--- src/sram_host_pkg.sv ---
package sram_host_pkg;

	// ==========================================================
	// Memory geometry.
	localparam int unsigned ADDR_W = 16;
	localparam int unsigned DATA_W = 1;
	localparam int unsigned WORD_COUNT = 65536;

	// ==========================================================
	// Clock and pin timing, in nanoseconds as specified.
	localparam int unsigned CLOCK_PERIOD_NS = 10;
	localparam int unsigned ACCESS_NS = 35;
	localparam int unsigned CS_HIGHZ_NS = 15;
	localparam int unsigned CS_TO_WRITE_END_NS = 25;
	localparam int unsigned ADDR_TO_WRITE_END_NS = 25;
	localparam int unsigned WE_TO_WRITE_END_NS = 20;
	localparam int unsigned DATA_TO_WRITE_END_NS = 15;
	localparam int unsigned POWERDOWN_DELAY_NS = 35;

	// ==========================================================
	// Cycle counts, every least time rounded up to whole cycles.
	localparam int unsigned ACCESS_CYC =
		(ACCESS_NS + CLOCK_PERIOD_NS - 1) / CLOCK_PERIOD_NS;
	localparam int unsigned HIGHZ_CYC =
		(CS_HIGHZ_NS + CLOCK_PERIOD_NS - 1) / CLOCK_PERIOD_NS;
	localparam int unsigned CS_CYC =
		(CS_TO_WRITE_END_NS + CLOCK_PERIOD_NS - 1) / CLOCK_PERIOD_NS;
	localparam int unsigned ADDR_CYC =
		(ADDR_TO_WRITE_END_NS + CLOCK_PERIOD_NS - 1) / CLOCK_PERIOD_NS;
	localparam int unsigned WE_CYC =
		(WE_TO_WRITE_END_NS + CLOCK_PERIOD_NS - 1) / CLOCK_PERIOD_NS;
	localparam int unsigned DATA_CYC =
		(DATA_TO_WRITE_END_NS + CLOCK_PERIOD_NS - 1) / CLOCK_PERIOD_NS;
	localparam int unsigned POWER_CYC =
		(POWERDOWN_DELAY_NS + CLOCK_PERIOD_NS - 1) / CLOCK_PERIOD_NS;
	localparam int unsigned WRITE_CYC_A = (CS_CYC > ADDR_CYC) ? CS_CYC : ADDR_CYC;
	localparam int unsigned WRITE_CYC_B = (WE_CYC > DATA_CYC) ? WE_CYC : DATA_CYC;
	localparam int unsigned WRITE_CYC =
		(WRITE_CYC_A > WRITE_CYC_B) ? WRITE_CYC_A : WRITE_CYC_B;

	// ==========================================================
	// Timer loads: a timer loaded with N-1 expires N cycles later.
	localparam int unsigned CNT_W = 3;
	localparam logic [CNT_W-1:0] ACCESS_LOAD = CNT_W'(ACCESS_CYC - 1);
	localparam logic [CNT_W-1:0] WRITE_LOAD = CNT_W'(WRITE_CYC - 1);
	localparam logic [CNT_W-1:0] HIGHZ_LOAD = CNT_W'(HIGHZ_CYC - 1);
	localparam logic [CNT_W-1:0] POWER_LOAD = CNT_W'(POWER_CYC - 1);
	localparam logic [CNT_W-1:0] CNT_ZERO = 3'h0;
	localparam logic [CNT_W-1:0] CNT_ONE = 3'h1;

	// ==========================================================
	// Pin bundle driven toward the memory, and a host request.
	typedef struct packed {
		logic [ADDR_W-1:0] wordAddress;
		logic              chipSelectN;
		logic              writeStrobeN;
		logic [DATA_W-1:0] dataToMem;
	} mem_pins_s;

	typedef struct packed {
		logic              write;
		logic [ADDR_W-1:0] addr;
		logic [DATA_W-1:0] data;
	} req_s;

	// ==========================================================
	// Values after reset.
	localparam mem_pins_s PINS_RESET = '{
		wordAddress:  16'h0000,
		chipSelectN:  1'h1,
		writeStrobeN: 1'h1,
		dataToMem:    1'h0
	};
	localparam req_s REQ_RESET = '{write: 1'h0, addr: 16'h0000, data: 1'h0};

endpackage

--- src/cycle_timer.sv ---
`timescale 1ns/100ps
module cycle_timer (
	input  wire logic                            clock,
	input  wire logic                            nrst,
	input  wire logic                            ce,
	input  wire logic                            load,
	input  wire logic [sram_host_pkg::CNT_W-1:0] loadValue,
	output logic      [sram_host_pkg::CNT_W-1:0] count,
	output logic                                 expired
);

	// ==========================================================
	// Down counter that stops at zero.
	logic [sram_host_pkg::CNT_W-1:0] count_q;

	// Loads on request, otherwise counts down to zero and stays.
	always_ff @(posedge clock or negedge nrst) begin
		if (!nrst) begin
			count_q <= sram_host_pkg::CNT_ZERO;
		end else if (ce) begin
			if (load) begin
				count_q <= loadValue;
			end else if (count_q != sram_host_pkg::CNT_ZERO) begin
				count_q <= count_q - sram_host_pkg::CNT_ONE;
			end
		end
	end

	// Status seen by the sequencer.
	assign count = count_q;
	assign expired = (count_q == sram_host_pkg::CNT_ZERO);

endmodule

--- src/power_tracker.sv ---
`timescale 1ns/100ps
module power_tracker (
	input  wire logic                     clock,
	input  wire logic                     nrst,
	input  wire logic                     ce,
	input  wire sram_host_pkg::mem_pins_s pins,
	output logic                          activeCurrentState
);

	// ==========================================================
	// Mirror of the memory's own power state, seen from its pins.
	sram_host_pkg::mem_pins_s        prev_q;
	logic [sram_host_pkg::CNT_W-1:0] count_q;
	logic                            active_q;
	logic                            wake;

	// Wake events: select falls, strobe falls while selected, address
	// moves while selected, or data moves while writing.
	assign wake = (prev_q.chipSelectN & ~pins.chipSelectN)
		| (~pins.chipSelectN & prev_q.writeStrobeN & ~pins.writeStrobeN)
		| (~pins.chipSelectN & (prev_q.wordAddress != pins.wordAddress))
		| (~pins.chipSelectN & ~pins.writeStrobeN
			& (prev_q.dataToMem != pins.dataToMem)); // [RQ23]

	// Keeps the last pin values to find changes.
	always_ff @(posedge clock or negedge nrst) begin
		if (!nrst) begin
			prev_q <= sram_host_pkg::PINS_RESET;
		end else if (ce) begin
			prev_q <= pins;
		end
	end

	// Active on the edge after a wake event, idle after the powerdown delay.
	always_ff @(posedge clock or negedge nrst) begin
		if (!nrst) begin
			count_q <= sram_host_pkg::CNT_ZERO;
			active_q <= 1'h0;
		end else if (ce) begin
			if (wake) begin
				count_q <= sram_host_pkg::POWER_LOAD; // [RQ21]
				active_q <= 1'h1; // [RQ21]
			end else if (count_q != sram_host_pkg::CNT_ZERO) begin
				count_q <= count_q - sram_host_pkg::CNT_ONE;
			end else begin
				active_q <= 1'h0; // [RQ21]
			end
		end
	end

	assign activeCurrentState = active_q;

endmodule

--- src/sram_host_ctrl.sv ---
`timescale 1ns/100ps
// Notes on behaviour
// [RQ1] Write strobe stays high for the whole of every read.
// [RQ2] The array is written only while select and strobe are both low.
// [RQ3] A write ends when select or strobe rises, whichever is first.
// [RQ4] Setup counts from the later falling edge, hold from the first rising.
// [RQ5] Strobe falling with or before select keeps the memory output off.
// [RQ6] Select rising with or before strobe keeps the memory output off.
// [RQ7] With select held low, new address data is valid within 35 ns.
// [RQ8] Select falling on a stable address gives valid data within 35 ns.
// [RQ9] Old read data stays at least 3 ns after an address change.
// [RQ10] Memory output leaves high impedance no sooner than 3 ns after select.
// [RQ11] Memory output is off again within 15 ns of select rising.
// [RQ12] Select is low at least 25 ns before a write ends.
// [RQ13] Address is valid no later than the start of a write.
// [RQ14] Address is stable 25 ns before write end, may change right after.
// [RQ15] Address does not change before the write has ended.
// [RQ16] Write strobe is low at least 20 ns before the write ends.
// [RQ17] Write data is stable at least 15 ns before the write ends.
// [RQ18] Write data may change as soon as the write ends.
// [RQ19] Memory output turns off within 10 ns of the strobe falling.
// [RQ20] Memory output may drive again as soon as the strobe rises.
// [RQ21] Memory idles 35 ns after a wake event and wakes with no delay.
// [RQ22] Memory holds 65,536 one-bit words on a 16-bit address.
// [RQ23] Select fall, strobe fall, address or data change wake the memory.
// [RQ24] Address moves only while select or strobe is high.
module sram_host_ctrl (
	input  wire logic                              clock,
	input  wire logic                              nrst,
	input  wire logic                              ce,
	input  wire logic                              keepSelected,
	input  wire logic                              reqValid,
	input  wire sram_host_pkg::req_s               req,
	output logic                                   reqReady,
	output logic                                   rspValid,
	output logic                                   rspWrite,
	output logic      [sram_host_pkg::DATA_W-1:0]  rspData,
	output sram_host_pkg::mem_pins_s               memPins,
	input  wire logic [sram_host_pkg::DATA_W-1:0]  memDataOut,
	output logic                                   activeCurrentState
);

	// ==========================================================
	// Sequencer states.
	typedef enum logic [2:0] {
		IDLE,
		SETUP,
		READ,
		WRITE,
		RECOVER
	} cycle_state_e;

	// ==========================================================
	// Registers and internal signals.
	cycle_state_e                    state_q;
	sram_host_pkg::mem_pins_s        pins_q;
	sram_host_pkg::req_s             pending_q;
	logic                            pendingValid_q;
	logic                            isWrite_q;
	logic                            reqReady_q;
	logic                            rspValid_q;
	logic                            rspWrite_q;
	logic [sram_host_pkg::DATA_W-1:0] rspData_q;
	logic                            timerLoad;
	logic [sram_host_pkg::CNT_W-1:0] timerValue;
	logic [sram_host_pkg::CNT_W-1:0] timerCount;
	logic                            timerExpired;
	logic                            taken;
	logic                            sampleNow;
	logic                            burstGo;
	logic                            trackerActive;

	// ==========================================================
	// Request handshake and read decisions.

	// A request is taken on an edge where valid meets a ready flop.
	assign taken = reqValid & reqReady_q;

	// The read data is sampled once the access time has run out.
	assign sampleNow = (state_q == READ) & timerExpired;

	// A read taken at the sample edge keeps select low and only moves
	// the address, which is legal since the strobe stays high.
	assign burstGo = sampleNow & taken & ~req.write; // [RQ24]

	// ==========================================================
	// Interval timer shared by the access and recovery phases.

	// Chooses the load for the phase that the next edge starts.
	always_comb begin
		timerLoad = 1'h0;
		timerValue = sram_host_pkg::CNT_ZERO;
		unique case (state_q)
			IDLE: begin
				timerLoad = 1'h0;
			end
			SETUP: begin
				timerLoad = 1'h1;
				if (isWrite_q) begin
					timerValue = sram_host_pkg::WRITE_LOAD; // [RQ12]
				end else begin
					timerValue = sram_host_pkg::ACCESS_LOAD; // [RQ8]
				end
			end
			READ: begin
				timerLoad = timerExpired;
				if (burstGo) begin
					timerValue = sram_host_pkg::ACCESS_LOAD; // [RQ7]
				end else begin
					timerValue = sram_host_pkg::HIGHZ_LOAD; // [RQ11]
				end
			end
			WRITE: begin
				timerLoad = timerExpired;
				timerValue = sram_host_pkg::HIGHZ_LOAD;
			end
			RECOVER: begin
				timerLoad = 1'h0;
			end
			default: begin
				timerLoad = 1'h0;
			end
		endcase
	end

	cycle_timer phaseTimer (
		.clock     (clock),
		.nrst      (nrst),
		.ce        (ce),
		.load      (timerLoad),
		.loadValue (timerValue),
		.count     (timerCount),
		.expired   (timerExpired)
	);

	// ==========================================================
	// Sequencer state.

	// Walks idle, setup, access and recovery; a burst read stays in access, and a held-over write goes from recovery to setup.
	always_ff @(posedge clock or negedge nrst) begin
		if (!nrst) begin
			state_q <= IDLE;
		end else if (ce) begin
			unique case (state_q)
				IDLE: begin
					if (taken) begin
						state_q <= SETUP;
					end
				end
				SETUP: begin
					state_q <= isWrite_q ? WRITE : READ;
				end
				READ: begin
					if (timerExpired && !burstGo) begin
						state_q <= RECOVER;
					end
				end
				WRITE: begin
					if (timerExpired) begin
						state_q <= RECOVER;
					end
				end
				RECOVER: begin
					if (timerExpired) begin
						state_q <= pendingValid_q ? SETUP : IDLE;
					end
				end
				default: begin
					state_q <= IDLE;
				end
			endcase
		end
	end

	// ==========================================================
	// Memory pins.

	// Address and data move only while select is high, or during a read
	// with the strobe high; select and strobe fall and rise together on
	// writes so that the memory output never turns on inside a write.
	always_ff @(posedge clock or negedge nrst) begin
		if (!nrst) begin
			pins_q <= sram_host_pkg::PINS_RESET;
		end else if (ce) begin
			unique case (state_q)
				IDLE: begin
					if (taken) begin
						pins_q.wordAddress <= req.addr; // [RQ14] [RQ24]
						pins_q.dataToMem <= req.data;
					end
				end
				SETUP: begin
					pins_q.chipSelectN <= 1'h0; // [RQ13]
					pins_q.writeStrobeN <= ~isWrite_q; // [RQ1] [RQ5]
				end
				READ: begin
					if (burstGo) begin
						pins_q.wordAddress <= req.addr; // [RQ7]
					end else if (timerExpired) begin
						pins_q.chipSelectN <= 1'h1;
					end
				end
				WRITE: begin
					if (timerExpired) begin
						pins_q.chipSelectN <= 1'h1; // [RQ3] [RQ6]
						pins_q.writeStrobeN <= 1'h1; // [RQ2] [RQ16]
					end
				end
				RECOVER: begin
					if (timerExpired && pendingValid_q) begin
						pins_q.wordAddress <= pending_q.addr; // [RQ15]
						pins_q.dataToMem <= pending_q.data; // [RQ18]
					end
				end
				default: begin
					pins_q <= sram_host_pkg::PINS_RESET;
				end
			endcase
		end
	end

	// ==========================================================
	// Access kind and the one held-over request.

	// Records whether the access in flight is a write.
	always_ff @(posedge clock or negedge nrst) begin
		if (!nrst) begin
			isWrite_q <= 1'h0;
		end else if (ce) begin
			if (state_q == IDLE && taken) begin
				isWrite_q <= req.write; // [RQ4]
			end else if (state_q == RECOVER && timerExpired && pendingValid_q) begin
				isWrite_q <= pending_q.write;
			end
		end
	end

	// A write taken at a read's sample edge waits for the recovery.
	always_ff @(posedge clock or negedge nrst) begin
		if (!nrst) begin
			pending_q <= sram_host_pkg::REQ_RESET;
			pendingValid_q <= 1'h0;
		end else if (ce) begin
			if (sampleNow && taken && req.write) begin
				pending_q <= req;
				pendingValid_q <= 1'h1;
			end else if (state_q == RECOVER && timerExpired) begin
				pendingValid_q <= 1'h0;
			end
		end
	end

	// ==========================================================
	// Ready toward the requester.

	// Ready in idle, and on the last access cycle of a read when the
	// requester asks to keep the memory selected.
	always_ff @(posedge clock or negedge nrst) begin
		if (!nrst) begin
			reqReady_q <= 1'h0;
		end else if (ce) begin
			unique case (state_q)
				IDLE: begin
					reqReady_q <= ~taken;
				end
				READ: begin
					reqReady_q <= keepSelected && !timerExpired
						&& (timerCount == sram_host_pkg::CNT_ONE);
				end
				RECOVER: begin
					reqReady_q <= timerExpired && !pendingValid_q;
				end
				default: begin
					reqReady_q <= 1'h0;
				end
			endcase
		end
	end

	// ==========================================================
	// Response toward the requester.

	// One-cycle pulse per finished access; reads carry the sampled bit.
	always_ff @(posedge clock or negedge nrst) begin
		if (!nrst) begin
			rspValid_q <= 1'h0;
			rspWrite_q <= 1'h0;
			rspData_q <= 1'h0;
		end else if (ce) begin
			rspValid_q <= 1'h0;
			if (sampleNow) begin
				rspValid_q <= 1'h1;
				rspWrite_q <= 1'h0;
				rspData_q <= memDataOut; // [RQ8] [RQ9]
			end else if (state_q == WRITE && timerExpired) begin
				rspValid_q <= 1'h1; // [RQ17]
				rspWrite_q <= 1'h1;
			end
		end
	end

	// ==========================================================
	// Memory power mirror.

	power_tracker powerMirror (
		.clock              (clock),
		.nrst               (nrst),
		.ce                 (ce),
		.pins               (pins_q),
		.activeCurrentState (trackerActive)
	);

	// ==========================================================
	// Outputs, each straight from a flip-flop.
	assign reqReady = reqReady_q;
	assign rspValid = rspValid_q;
	assign rspWrite = rspWrite_q;
	assign rspData = rspData_q;
	assign memPins = pins_q; // [RQ22]
	assign activeCurrentState = trackerActive;

endmodule

--- config.mk ---
export PLATFORM = sky130hd
export DESIGN_NAME = sram_host_ctrl
export DESIGN_NICKNAME = d
export VERILOG_FILES = /design/src/sram_host_pkg.sv /design/src/cycle_timer.sv /design/src/power_tracker.sv /design/src/sram_host_ctrl.sv
export SDC_FILE = /design/constraint.sdc
export NUM_CORES = 1
export LEC_CHECK = 0
export ABC_CLOCK_PERIOD_IN_PS = 5850
export BUFFER_PORTS_ARGS = -buffer_cell sky130_fd_sc_hd__buf_2
export CAP_MARGIN = 20
export CORE_MARGIN = 4
export CORE_UTILIZATION = 45
export CTS_BUF_LIST = sky130_fd_sc_hd__clkbuf_8 sky130_fd_sc_hd__clkbuf_16
export DETAILED_ROUTE_END_ITERATION = 8
export PLACE_DENSITY = 0.72
export SYNTH_ARGS = -nofsm -noshare
export SYNTH_HDL_FRONTEND = slang
export SYNTH_SLANG_ARGS = --single-unit
export TNS_END_PERCENT = 20
--- constraint.sdc ---
create_clock -name clock -period 5.85 [get_ports clock]
set_clock_uncertainty 0.15 [all_clocks]
set_input_delay 0.8775 -clock clock [delete_from_list [all_inputs] [get_ports clock]]
set_output_delay 0.8775 -clock clock [all_outputs]
set_load 0.1 [all_outputs]
* Yosys cells after proc, flatten, opt, wreduce, memory -nomap -nowiden
Index checks and enable logic that the tools add are counted.
** Storage, ports and cells
- Bits of input ports :: 24
- Register bits :: 72
** Operators by class
- Reduce and logical (&&, ||, !) cells :: 41
- Eq/ne operators :: 16
- Add/sub/neg operators :: 2
- Muxes and demuxes :: 38
- Bitwise logic cells :: 22
** Operators by type and width (count)
- one-hot mux 16 bit (4 select lines) :: 1
- 2-to-1 mux 16 bit :: 3
- 2-to-1 mux 3 bit :: 8
- 2-to-1 mux 1 bit :: 17
- != test 16 bit :: 1
- AND reduction 2 bit :: 8
- one-hot mux 3 bit (5 select lines) :: 1
- AND reduction 5 bit :: 3
- != test 2 bit, second input constant :: 7
- logical AND 1 bit :: 11
- bitwise AND 1 bit :: 10
- nonzero test 2 bit :: 5
- NOT 1 bit :: 9
- one-hot mux 1 bit (3 select lines) :: 3
- one-hot mux 3 bit (3 select lines) :: 1
- equality test 3 x 1 -> 1 bit, second input constant :: 2
- equality test 3 x 2 -> 1 bit, second input constant :: 2
- zero test 3 bit :: 2
- nonzero test 3 bit :: 2
- OR reduction 2 bit :: 3
- OR reduction 3 bit :: 2
- subtractor 3 x 1 -> 3 bit, second input constant :: 2
- 2-to-1 mux 2 bit :: 2
- != test 2 x 1 -> 1 bit, second input constant :: 2
- 8 further kinds :: 12

* Longest topological paths before layout
Gate-level depths: netlist of the first run.
- Word-level depth :: 8
- Depth in mapped cells :: 9

* Cells and area by module
A second synthesis of the first run with hierarchy kept.
** Unflattened totals
- Cell total of the unflattened synthesis :: 330
- Area total of the unflattened synthesis :: 3806.2 µm²
** Modules (own cells, without submodules)
- sram_host_ctrl :: sequential area each 1153.6 µm², area each 2427.3 µm², cells an instance 215, times used 1
- power_tracker :: sequential area each 578.1 µm², area each 1153.6 µm², cells an instance 91, times used 1
- cycle_timer :: sequential area each 75.1 µm², area each 225.2 µm², cells an instance 24, times used 1

* Worst setup path after synthesis of the first run
No wires, ideal clock.
- Kind :: reg-to-reg
- Start point :: register reqReady_q, in the netlist reqReady
- End point :: register pins_q (netlist bit memPins[10])
- Cell stages (with the launch flop) :: 6
- Arrival :: 2270 ps
- Path buffers :: 1
- Path slack :: 3304 ps
- Cells stage by stage :: dfrtp_1 -> a21oi_1 -> a221o_2 -> nor2_8 -> buf_8 -> mux2_4
** Between the ends
- Word-level cells in the longest chain between the ends :: 5
** Ends and longest elaborated chain
- start: declaration :: line sram_host_ctrl.sv:60 : logic reqReady_q;
- start signal: assignment :: line sram_host_ctrl.sv:264 : reqReady_q <= ~taken;
- start signal: assignment :: line sram_host_ctrl.sv:267 : reqReady_q <= keepSelected && !timerExpired
- start signal: assignment :: line sram_host_ctrl.sv:271 : reqReady_q <= timerExpired && !pendingValid_q;
- bitwise AND 1 bit * :: line sram_host_ctrl.sv:77 : assign taken = reqValid & reqReady_q;
- bitwise AND 1 bit (2 in series) :: line sram_host_ctrl.sv:84 : assign burstGo = sampleNow & taken & ~req.write;
- != test 2 bit (no source line)
- AND reduction 5 bit (no source line) *
- end signal: assignment :: line sram_host_ctrl.sv:183 : pins_q <= sram_host_pkg::PINS_RESET;
- end signal: assignment :: line sram_host_ctrl.sv:216 : pins_q <= sram_host_pkg::PINS_RESET;
- end: declaration :: line sram_host_ctrl.sv:56 : sram_host_pkg::mem_pins_s pins_q;
Every way passes the cells marked *; elsewhere a longest branch is shown, timed or not.
A chain may end at the register's enable or synchronous reset.

* Worst setup path after layout of the first run
- Start point :: input ce
- End point :: register pending_q[7] (netlist bit)
** Between the ends
- Word-level cells in the longest chain between the ends :: 1
** Ends and longest elaborated chain
- start: declaration :: line sram_host_ctrl.sv:30 : input wire logic ce,
- AND reduction 2 bit (no source line)
- end signal: assignment :: line sram_host_ctrl.sv:241 : pending_q <= sram_host_pkg::REQ_RESET;
- end signal: assignment :: line sram_host_ctrl.sv:245 : pending_q <= req;
- end: declaration :: line sram_host_ctrl.sv:57 : sram_host_pkg::req_s pending_q;
No other way between the ends.

==> results_dict.tcl, run 1 <==
set metrics [dict create \
    crit_path_max_incr_delay_ns 0.84 \
    yosys_warnings 0 \
    nets 355 \
    grt-ovfl-total 0 \
    layout_common_cells "dfrtp_1 (68), buf_2 (47), mux2_2 (33), a22o_1 (16), o21ai_0 (13)" \
    tightest_slew_ns 0.915 \
    ant_nets 0 \
    yosysTopAreaCell "dfrtp_1" \
    cts_resized 0 \
    root_buffer "clkbuf_8" \
    tns_ns 0 \
    cts_made_buffers 9 \
    fmax_mhz 311 \
    setup_viol 0 \
    mappedNetlistArea_sq_um 3550 \
    min_path_type "flip-flop to flip-flop" \
    core_area_sq_um 7690 \
    powerDensity_nw_per_um2 620 \
    timing.final.crit_share_pct 54.9 \
    status "completed" \
    cp.required_ns 5.94 \
    syn_nets 310 \
    tritoncts "done" \
    syn_avg_cell_area_sq_um 12.6 \
    die-area_sq_um 9380 \
    dr.pass1.iters 4 \
    synth_top_area_share_pct 47.9 \
    drive_above_1_share_pct 37.2 \
    slowest_stage "and4_1" \
    peakVddDrop_v 0.000291 \
    slew_headroom_pct 38.9 \
    rsz0062_at_grt "no" \
    arrival_ns 3.30 \
    hold-worst-slack_ns 0.330 \
    grt_pass1_wl_um 11800 \
    clock_path_buffers 2 \
    die_y_um 96.9 \
    ys_top_cells_by_area "dfrtp_1 (48%), mux2_2 (10%), mux2_4 (5.1%), a22o_1 (3.9%), mux2_1 (3.5%)" \
    totalWireLength_um 6950 \
    first_iter_violations 110 \
    rows 32 \
    clock_latency_ns 0.35 \
    synth_edf_count 0 \
    cp_max_fo 33 \
    hold_viol_final 0 \
    synth_seq_area_share_pct 50.8 \
    critical_path.cell_chain "buf_2, inv_1, nor4_2, and4_1, mux2_2" \
    synth_ff_type "dfrtp_1" \
    dp_hpwl_um 4750 \
    htreeDepth 3 \
    start_util_pct 46.2 \
    antennaDiodeCount 0 \
    place_area_sq_um 3830 \
    antenna_found_initial 0 \
    synthCells 281 \
    grt_pass1_vias 2395 \
    drcViolationCount 0 \
    fin_area_sq_um 4060 \
    start_kind "input port" \
    track_usage_pct 15.7 \
    maxSlewViolCount 0 \
    wl_per_cell_um 16.0 \
    gp_congestion 0.835 \
    maxCapViolations 0 \
    vias_per_cell 5.33 \
    crit_type "input port to flip-flop" \
    path_clk_slew_ns 0.08 \
    p_leak_nw 1.98 \
    yosysUniqueCellTypes 53 \
    nFillCells 696 \
    end_kind "flip-flop" \
    num_vias 2308 \
    ys_seq_elements 72 \
    die_w_um 96.9 \
    syn2layout_area_growth_pct 14.1 \
    final_common_cell "dfrtp_1" \
    cts_sinks 72 \
    async_flop_share_pct 100 \
    post-cts-setup-buffer-count 0 \
    numPortBuffers 47 \
    min_period_ns 3.21 \
    grt_max_degree 73 \
    pin_count 48 \
    cts_hold_buf 0 \
]
## path summary, 6_finish.rpt
path                                            startpoint                            endpoint  slack (ns)  cells after the start
setup reg to reg           phaseTimer.count[0]$_DFFE_PN0P_            pending_q[7]$_DFFE_PN0P_        3.06                      7
hold / removal                       isWrite_q$_DFFE_PN0P_              memPins[1]$_DFFE_PN1P_        0.33                      1
hold reg to reg                      isWrite_q$_DFFE_PN0P_              memPins[1]$_DFFE_PN1P_        0.33                      1
max in group asynchronous                             nrst  powerMirror.prev_q[15]$_DFFE_PN0P_        4.39                      2
setup / recovery                                        ce            pending_q[7]$_DFFE_PN0P_        2.64                      5
min in group asynchronous                             nrst              memPins[4]$_DFFE_PN0P_        0.57                      2
## final cells by class
cell class              instances  area, sq um  share of cell area, %
clock buffers                   9          124                   3.05
clock inverters                 7         96.3                   2.38
inverters                       8         30.0                  0.741
multi-input cells             186         1620                   40.0
flip-flops and latches         72         1810                   44.6
well taps                     102          128                   3.15
repair buffers                 49          250                   6.17
## report_power, final
group	internal (mW)	switching [mW]	total, mW
clock	0.241	0.191	0.432
combinational	0.399	0.822	1.22
sequential	0.682	0.181	0.863
## cells by family after synthesis
kind of cell,share of synthesized area (%)
AND/OR/NAND/NOR,8.38
flip-flops,50.8
multiplexers,19.0
XOR/XNOR,4.19
adder cells (fa/ha/maj),1.76
AO/OA/AOI/OAI,12.1
buffers and inverters,3.70
## state kept, by name, summed over array words and instances (netlist names)
signal,cells
powerMirror.count_q,3
phaseTimer.count,3
memPins,19
rspValid,1
powerMirror.prev_q,19
pendingValid_q,1
powerMirror.activeCurrentState,1
pending_q,18
state_q,3
isWrite_q,1
reqReady,1
rspWrite,1
rspData,1
## synthesized netlist by cell type, types with 4 or more instances
cell       n
nand2_1   10
xnor2_1   11
clkbuf_1   6
a21oi_1    7
o21ai_0   13
nand3b_1   4
dfstp_2    4
mux2_2    33
xor2_1     6
mux2_4    12
nor2_1     9
ha_1       5
dfrtp_1   68
inv_1      8
mux2_1    11
a22o_1    16
## critical path, delay by kind of cell
family / cells / cell delay [ns]
mux: 1 / 0.41
simple gates: 2 / 1.18
buf+inv: 2 / 0.82
## per-layer routing
metal / global-route usage [%] / wire length, um
met1: 19.8 / 3170
met2: 24.9 / 3330
met3: 5.84 / 326
met4: 5.18 / 119
met5: 0 / 0
## metrics by stage
step | utilization, % | total power [mW] | instances | setup WS [ns]
2_1_floorplan | - | 1.91 | 281 | 3.30
3_3_place_gp | 49.9 | 2.07 | 417 | 2.28
3_5_place_dp | 49.9 | 2.10 | 417 | 2.20
4_1_cts | 52.8 | 2.54 | 433 | 2.59
5_1_grt | 52.8 | 2.67 | 433 | 2.44
6_report | 52.8 | 2.52 | 433 | 2.64
(Power assumes the default switching activity.)
==> inputs of run 2 (changes only) <==
ABC_CLOCK_PERIOD_IN_PS = 2810   (was 5850)
PLACE_DENSITY = 0.74   (was 0.72)
clock period = 2.81 ns   (was 5.85 ns; I/O delays follow)
==> run 2 against run 1 <==
Critical path type is now flip-flop to flip-flop. Global-route usage is 0.19 points higher. Sequential power is 110% higher. Clock-buffer cell count is 2 higher. Worst hold slack worse by 0.17 ns. Routed wire length is 0.16% lower. Register-to-register slack worse by 2.6 ns. Clock power is 72% higher. Utilization is 0.15 points higher.
==> results_dict.tcl, run 2 (same netlist as run 1, synthesis figures left out) <==
set metrics [dict create \
    status "completed" \
    core_area_sq_um 7690 \
    setup_viol 0 \
    start_kind "flip-flop" \
    min-delay-start "memDataOut" \
    dp_hpwl_um 5080 \
    track_usage_pct 15.9 \
    crit_path_max_incr_delay_ns 0.40 \
    fin_area_sq_um 4070 \
    tritoncts "done" \
    antenna_found_initial 0 \
    final_cells 439 \
    rows 32 \
    critical_path.cell_chain "inv_1, ha_1, nor2b_4, nand2_2, nor4_2, and4_1, buf_4, mux2_2" \
    start_util_pct 46.2 \
    path_depth 8 \
    critPathTopFamily "simple AND/OR/NAND/NOR gates" \
    peakVddDrop_v 0.000747 \
    cts_hold_buf 1 \
    wl_per_cell_um 15.8 \
    totalWireLength_um 6930 \
    syn2layout_area_growth_pct 14.4 \
    end_kind "flip-flop" \
    die_w_um 96.9 \
    min_period_ns 2.36 \
    die_y_um 96.9 \
    p_leak_nw 2.00 \
    cp.required_ns 2.88 \
    dr.pass1.iters 4 \
    antennaDiodeCount 0 \
    path_clk_slew_ns 0.07 \
    r2r_slack_ns 0.45 \
    cp_max_fo 19 \
    maxSlewViolCount 0 \
    cp_num_buf_inv 2 \
    grt_max_degree 33 \
    post-cts-setup-buffer-count 0 \
    ant_nets 0 \
    pin_count 48 \
    place_area_sq_um 3870 \
    drive_above_1_share_pct 37.7 \
    post-place-cells 422 \
    crit_type "flip-flop to flip-flop" \
    grt-ovfl-total 0 \
    maxCapViolations 0 \
    layout_common_cells "dfrtp_1 (68), buf_2 (47), mux2_2 (33), a22o_1 (16), o21ai_0 (13)" \
    final_common_cell "dfrtp_1" \
    reg2reg_depth 8 \
    vias_per_cell 5.24 \
    fmax_mhz 424 \
    startpoint "phaseTimer.count[0]$_DFFE_PN0P_" \
    endpoint "pending_q[5]$_DFFE_PN0P_" \
    clock_latency_ns 0.34 \
    slowest_stage "dfrtp_1" \
    drcViolationCount 0 \
    powerDensity_nw_per_um2 1260 \
    die-area_sq_um 9380 \
    slew_headroom_pct 58.0 \
    cts_sinks 72 \
    hold_viol_final 0 \
    clock_path_buffers 2 \
    min_path_type "input port to flip-flop" \
    htreeDepth 3 \
    nets 361 \
    timing.final.crit_share_pct 83.9 \
    rsz0062_at_grt "no" \
    tightest_slew_ns 0.627 \
    reg2reg_to "pending_q[5]$_DFFE_PN0P_" \
    numPortBuffers 47 \
    grt_pass1_wl_um 12000 \
    gp_congestion 0.812 \
    num_vias 2301 \
    first_iter_violations 167 \
    tns_ns 0 \
    arrival_ns 2.43 \
    cts_made_buffers 9 \
    root_buffer "clkbuf_8" \
    timing.rr.start "phaseTimer.count[0]$_DFFE_PN0P_" \
    grt_pass1_vias 2383 \
    cts_resized 0 \
]
## run 2: changes by cell type in the layout (fill, tap and decap cells not counted)
cell / change
buf_4: +5
bufinv_16: -2
clkbuf_8: +2
clkinvlp_4: -1
dlygate4sd3_1: +1
inv_1: +1
## run 2: cell type report
| class | instances | area [sq um] |
|---|---|---|
| inverters | 8 | 30.0 |
| well taps | 102 | 128 |
| clock inverters | 5 | 32.5 |
| repair buffers | 55 | 298 |
| flip-flops and latches | 72 | 1810 |
| clock buffers | 11 | 151 |
| fillers | 698 | 3620 |
| multi-input cells | 186 | 1620 |
## run 2: worst min-delay path by stage
stage                                     end  slack [ns]  cells after the start
floorplan               isWrite_q$_DFFE_PN0P_       -0.02                      0
global placement      memPins[13]$_DFFE_PN0P_        0.30                      1
detailed placement  pending_q[11]$_DFFE_PN0P_        0.31                      1
CTS                       rspData$_DFFE_PN0P_        0.14                      2
global route        pending_q[11]$_DFFE_PN0P_        0.15                      2
finish                    rspData$_DFFE_PN0P_        0.16                      2
## run 2: per-stage QoR
stage                     power [mW]  setup WS [ns]  util [%]  hold WS [ns]
after detailed placement        4.40          0.451      50.4         0.311
after global routing            5.44          0.288      52.9         0.146
after CTS                       5.16          0.430      52.9         0.144
after global placement          4.34          0.535      50.4         0.303
final                           5.11          0.453      52.9         0.159
after floorplan                 3.97          0.264         -       -0.0241
## run 2: where the power goes
group          internal (mW)  switching (mW)  total (mW)
sequential              1.42           0.348        1.77
combinational          0.849            1.75        2.59
clock                  0.367           0.377       0.744
total                   2.64            2.47        5.11
## run 2: metal layers
layer  global-route usage (%)  up-vias  part of all wire (%)
met2                     25.4       45                    49
met1                     20.8     1127                    46
met5                        0        -                     0
met3                     5.41        5                   4.4
li1                         -     1124                     -
met4                     4.10        0                  0.85
==> inputs of run 3 (changes only) <==
ABC_CLOCK_PERIOD_IN_PS = 1900   (was 2810)
clock period = 1.9 ns   (was 2.81 ns; I/O delays follow)
==> run 3 against run 2 <==
Final cell count grew 7.7%. Via count rose by 8.6%. Flip-flop and latch count is the same. Die area did not move. Power rose by 66%. Register-to-register slack worse by 0.63 ns. Utilization rose by 6.2 points. The flow now finishes with violations (negative setup slack). Clock-buffer cell count shrank 2. Largest power group unchanged. Global-route usage grew 1.3 points.
==> results_dict.tcl, run 3 (same netlist as run 1, synthesis figures left out) <==
set metrics [dict create \
    status "finished, violations left" \
    violations "negative setup slack" \
    gp_congestion 0.844 \
    maxSlewViolCount 0 \
    min_period_ns 2.08 \
    nets 395 \
    dr.pass1.iters 4 \
    layout_common_cells "dfrtp_1 (59), buf_2 (47), buf_4 (35), mux2_4 (28), mux2_2 (26)" \
    clock_latency_ns 0.34 \
    fmax_mhz 481 \
    post-route-util_pct 59.1 \
    grt_pass1_wl_um 12900 \
    final_common_cell "dfrtp_1" \
    die_y_um 96.9 \
    crit_type "flip-flop to flip-flop" \
    place_worst_setup_slack_ns -0.255 \
    grt-ovfl-total 0 \
    syn2layout_area_growth_pct 27.9 \
    vias_per_cell 5.28 \
    grt_max_degree 73 \
    peakVddDrop_v 0.000949 \
    setup_viol 34 \
    start_util_pct 46.2 \
    powerDensity_nw_per_um2 1870 \
    htreeDepth 3 \
    maxCapViolations 0 \
    slew_headroom_pct 67.0 \
    cp_max_fo 10 \
    tritoncts "done" \
    ant_nets 0 \
    die_w_um 96.9 \
    first_iter_violations 110 \
    dp_hpwl_um 5490 \
    antenna_found_initial 0 \
    num_vias 2499 \
    p_leak_nw 2.20 \
    drcViolationCount 0 \
    nFillCells 615 \
    path_clk_slew_ns 0.07 \
    tns_ns -3.84 \
    numPortBuffers 47 \
    place_area_sq_um 4190 \
    rsz0062_at_grt "yes" \
    rows 32 \
    fin_area_sq_um 4540 \
    tightest_slew_ns 0.498 \
    cts_sinks 72 \
    cp.required_ns 1.97 \
    die-area_sq_um 9380 \
    root_buffer "clkbuf_8" \
    start_kind "flip-flop" \
    clock_path_buffers 2 \
    antennaDiodeCount 0 \
    arrival_ns 2.15 \
    worst_slack_ns -0.178 \
    timing.final.crit_share_pct 109 \
    track_usage_pct 17.2 \
    hold_viol_final 0 \
    totalWireLength_um 8170 \
    drive_above_1_share_pct 50.9 \
    core_area_sq_um 7690 \
    cts_made_buffers 9 \
    wl_per_cell_um 17.3 \
    min_path_type "input port to flip-flop" \
    pin_count 48 \
    end_kind "flip-flop" \
    grt_pass1_vias 2566 \
]
[run 3: changes by cell type in the layout (fill, tap and decap cells not counted), sizes merged]
cell | before | now
buf | 54 | 87
bufinv | 0 | 1
clkbuf | 11 | 10
inv | 11 | 12
[run 3: power by group]
part	total [mW]	switching, mW	leakage [nW]	internal [mW]
sequential	2.62	0.492	0.921	2.13
clock	1.14	0.551	0.104	0.586
combinational	4.73	2.93	1.18	1.80
total	8.49	3.98	2.20	4.51
[run 3: worst paths after layout]
path / start / endpoint / slack [ns] / depth (start not counted)
max: phaseTimer.count[0]$_DFFE_PN0P_ / pending_q[10]$_DFFE_PN0P_ / -0.18 / 8
min: memDataOut / rspData$_DFFE_PN0P_ / 0.03 / 2
max reg2reg: phaseTimer.count[0]$_DFFE_PN0P_ / pending_q[10]$_DFFE_PN0P_ / -0.18 / 8
min reg2reg: isWrite_q$_DFFE_PN0P_ / memPins[1]$_DFFE_PN1P_ / 0.33 / 1
max in group asynchronous: nrst / powerMirror.prev_q[2]$_DFFE_PN1P_ / 0.92 / 3
min in group asynchronous: nrst / powerMirror.count_q[0]$_DFFE_PN0P_ / 0.33 / 3
[run 3: worst max-delay path, stage by stage (launching register included)]
cell	delay [ns]
dfrtp_1	0.39
inv_2	0.08
ha_4	0.14
nor2b_4	0.15
nand2_2	0.08
nor4_4	0.17
and4_4	0.30
buf_12	0.15
mux2_1	0.33
[run 3: stage by stage]
stage               instances  hold slack [ns]  power [mW]
floorplan                 281           -0.161        5.91
global placement          454            0.186        7.06
detailed placement        454            0.192        7.17
CTS                       471          0.00210        8.42
global route              473           0.0248        8.93
finish                    473           0.0301        8.49
[run 3: cell type report]
class                           count  area [sq um]  share of cell area, %
Clock inverter                      7          57.6                   1.27
Inverter                            8          30.0                  0.661
Clock buffer                        9           124                   2.73
Sequential cell                    72          1820                   40.1
Tap cell                          102           128                   2.81
Timing Repair Buffer               89           624                   13.7
Multi-Input combinational cell    186          1760                   38.7
[run 3: per-layer routing]
| metal | part of all wire (%) | vias to the layer above | global-route usage, % |
|---|---|---|---|
| met4 | 1.8 | 0 | 5.94 |
| li1 | - | 1186 | - |
| met5 | 0 | - | 0 |
| met2 | 49 | 48 | 27.4 |
| met3 | 3.0 | 10 | 3.82 |
| met1 | 46 | 1255 | 23.2 |
[run 3: timing repair]
action                     4_1_cts  5_1_grt
hold endpoints to repair        68        0
gates resized for setup         14       20
gates cloned                     0        1
pin swaps                        7        4
setup buffers                    1        1
setup endpoints to repair       43       45
hold buffers                     1        0
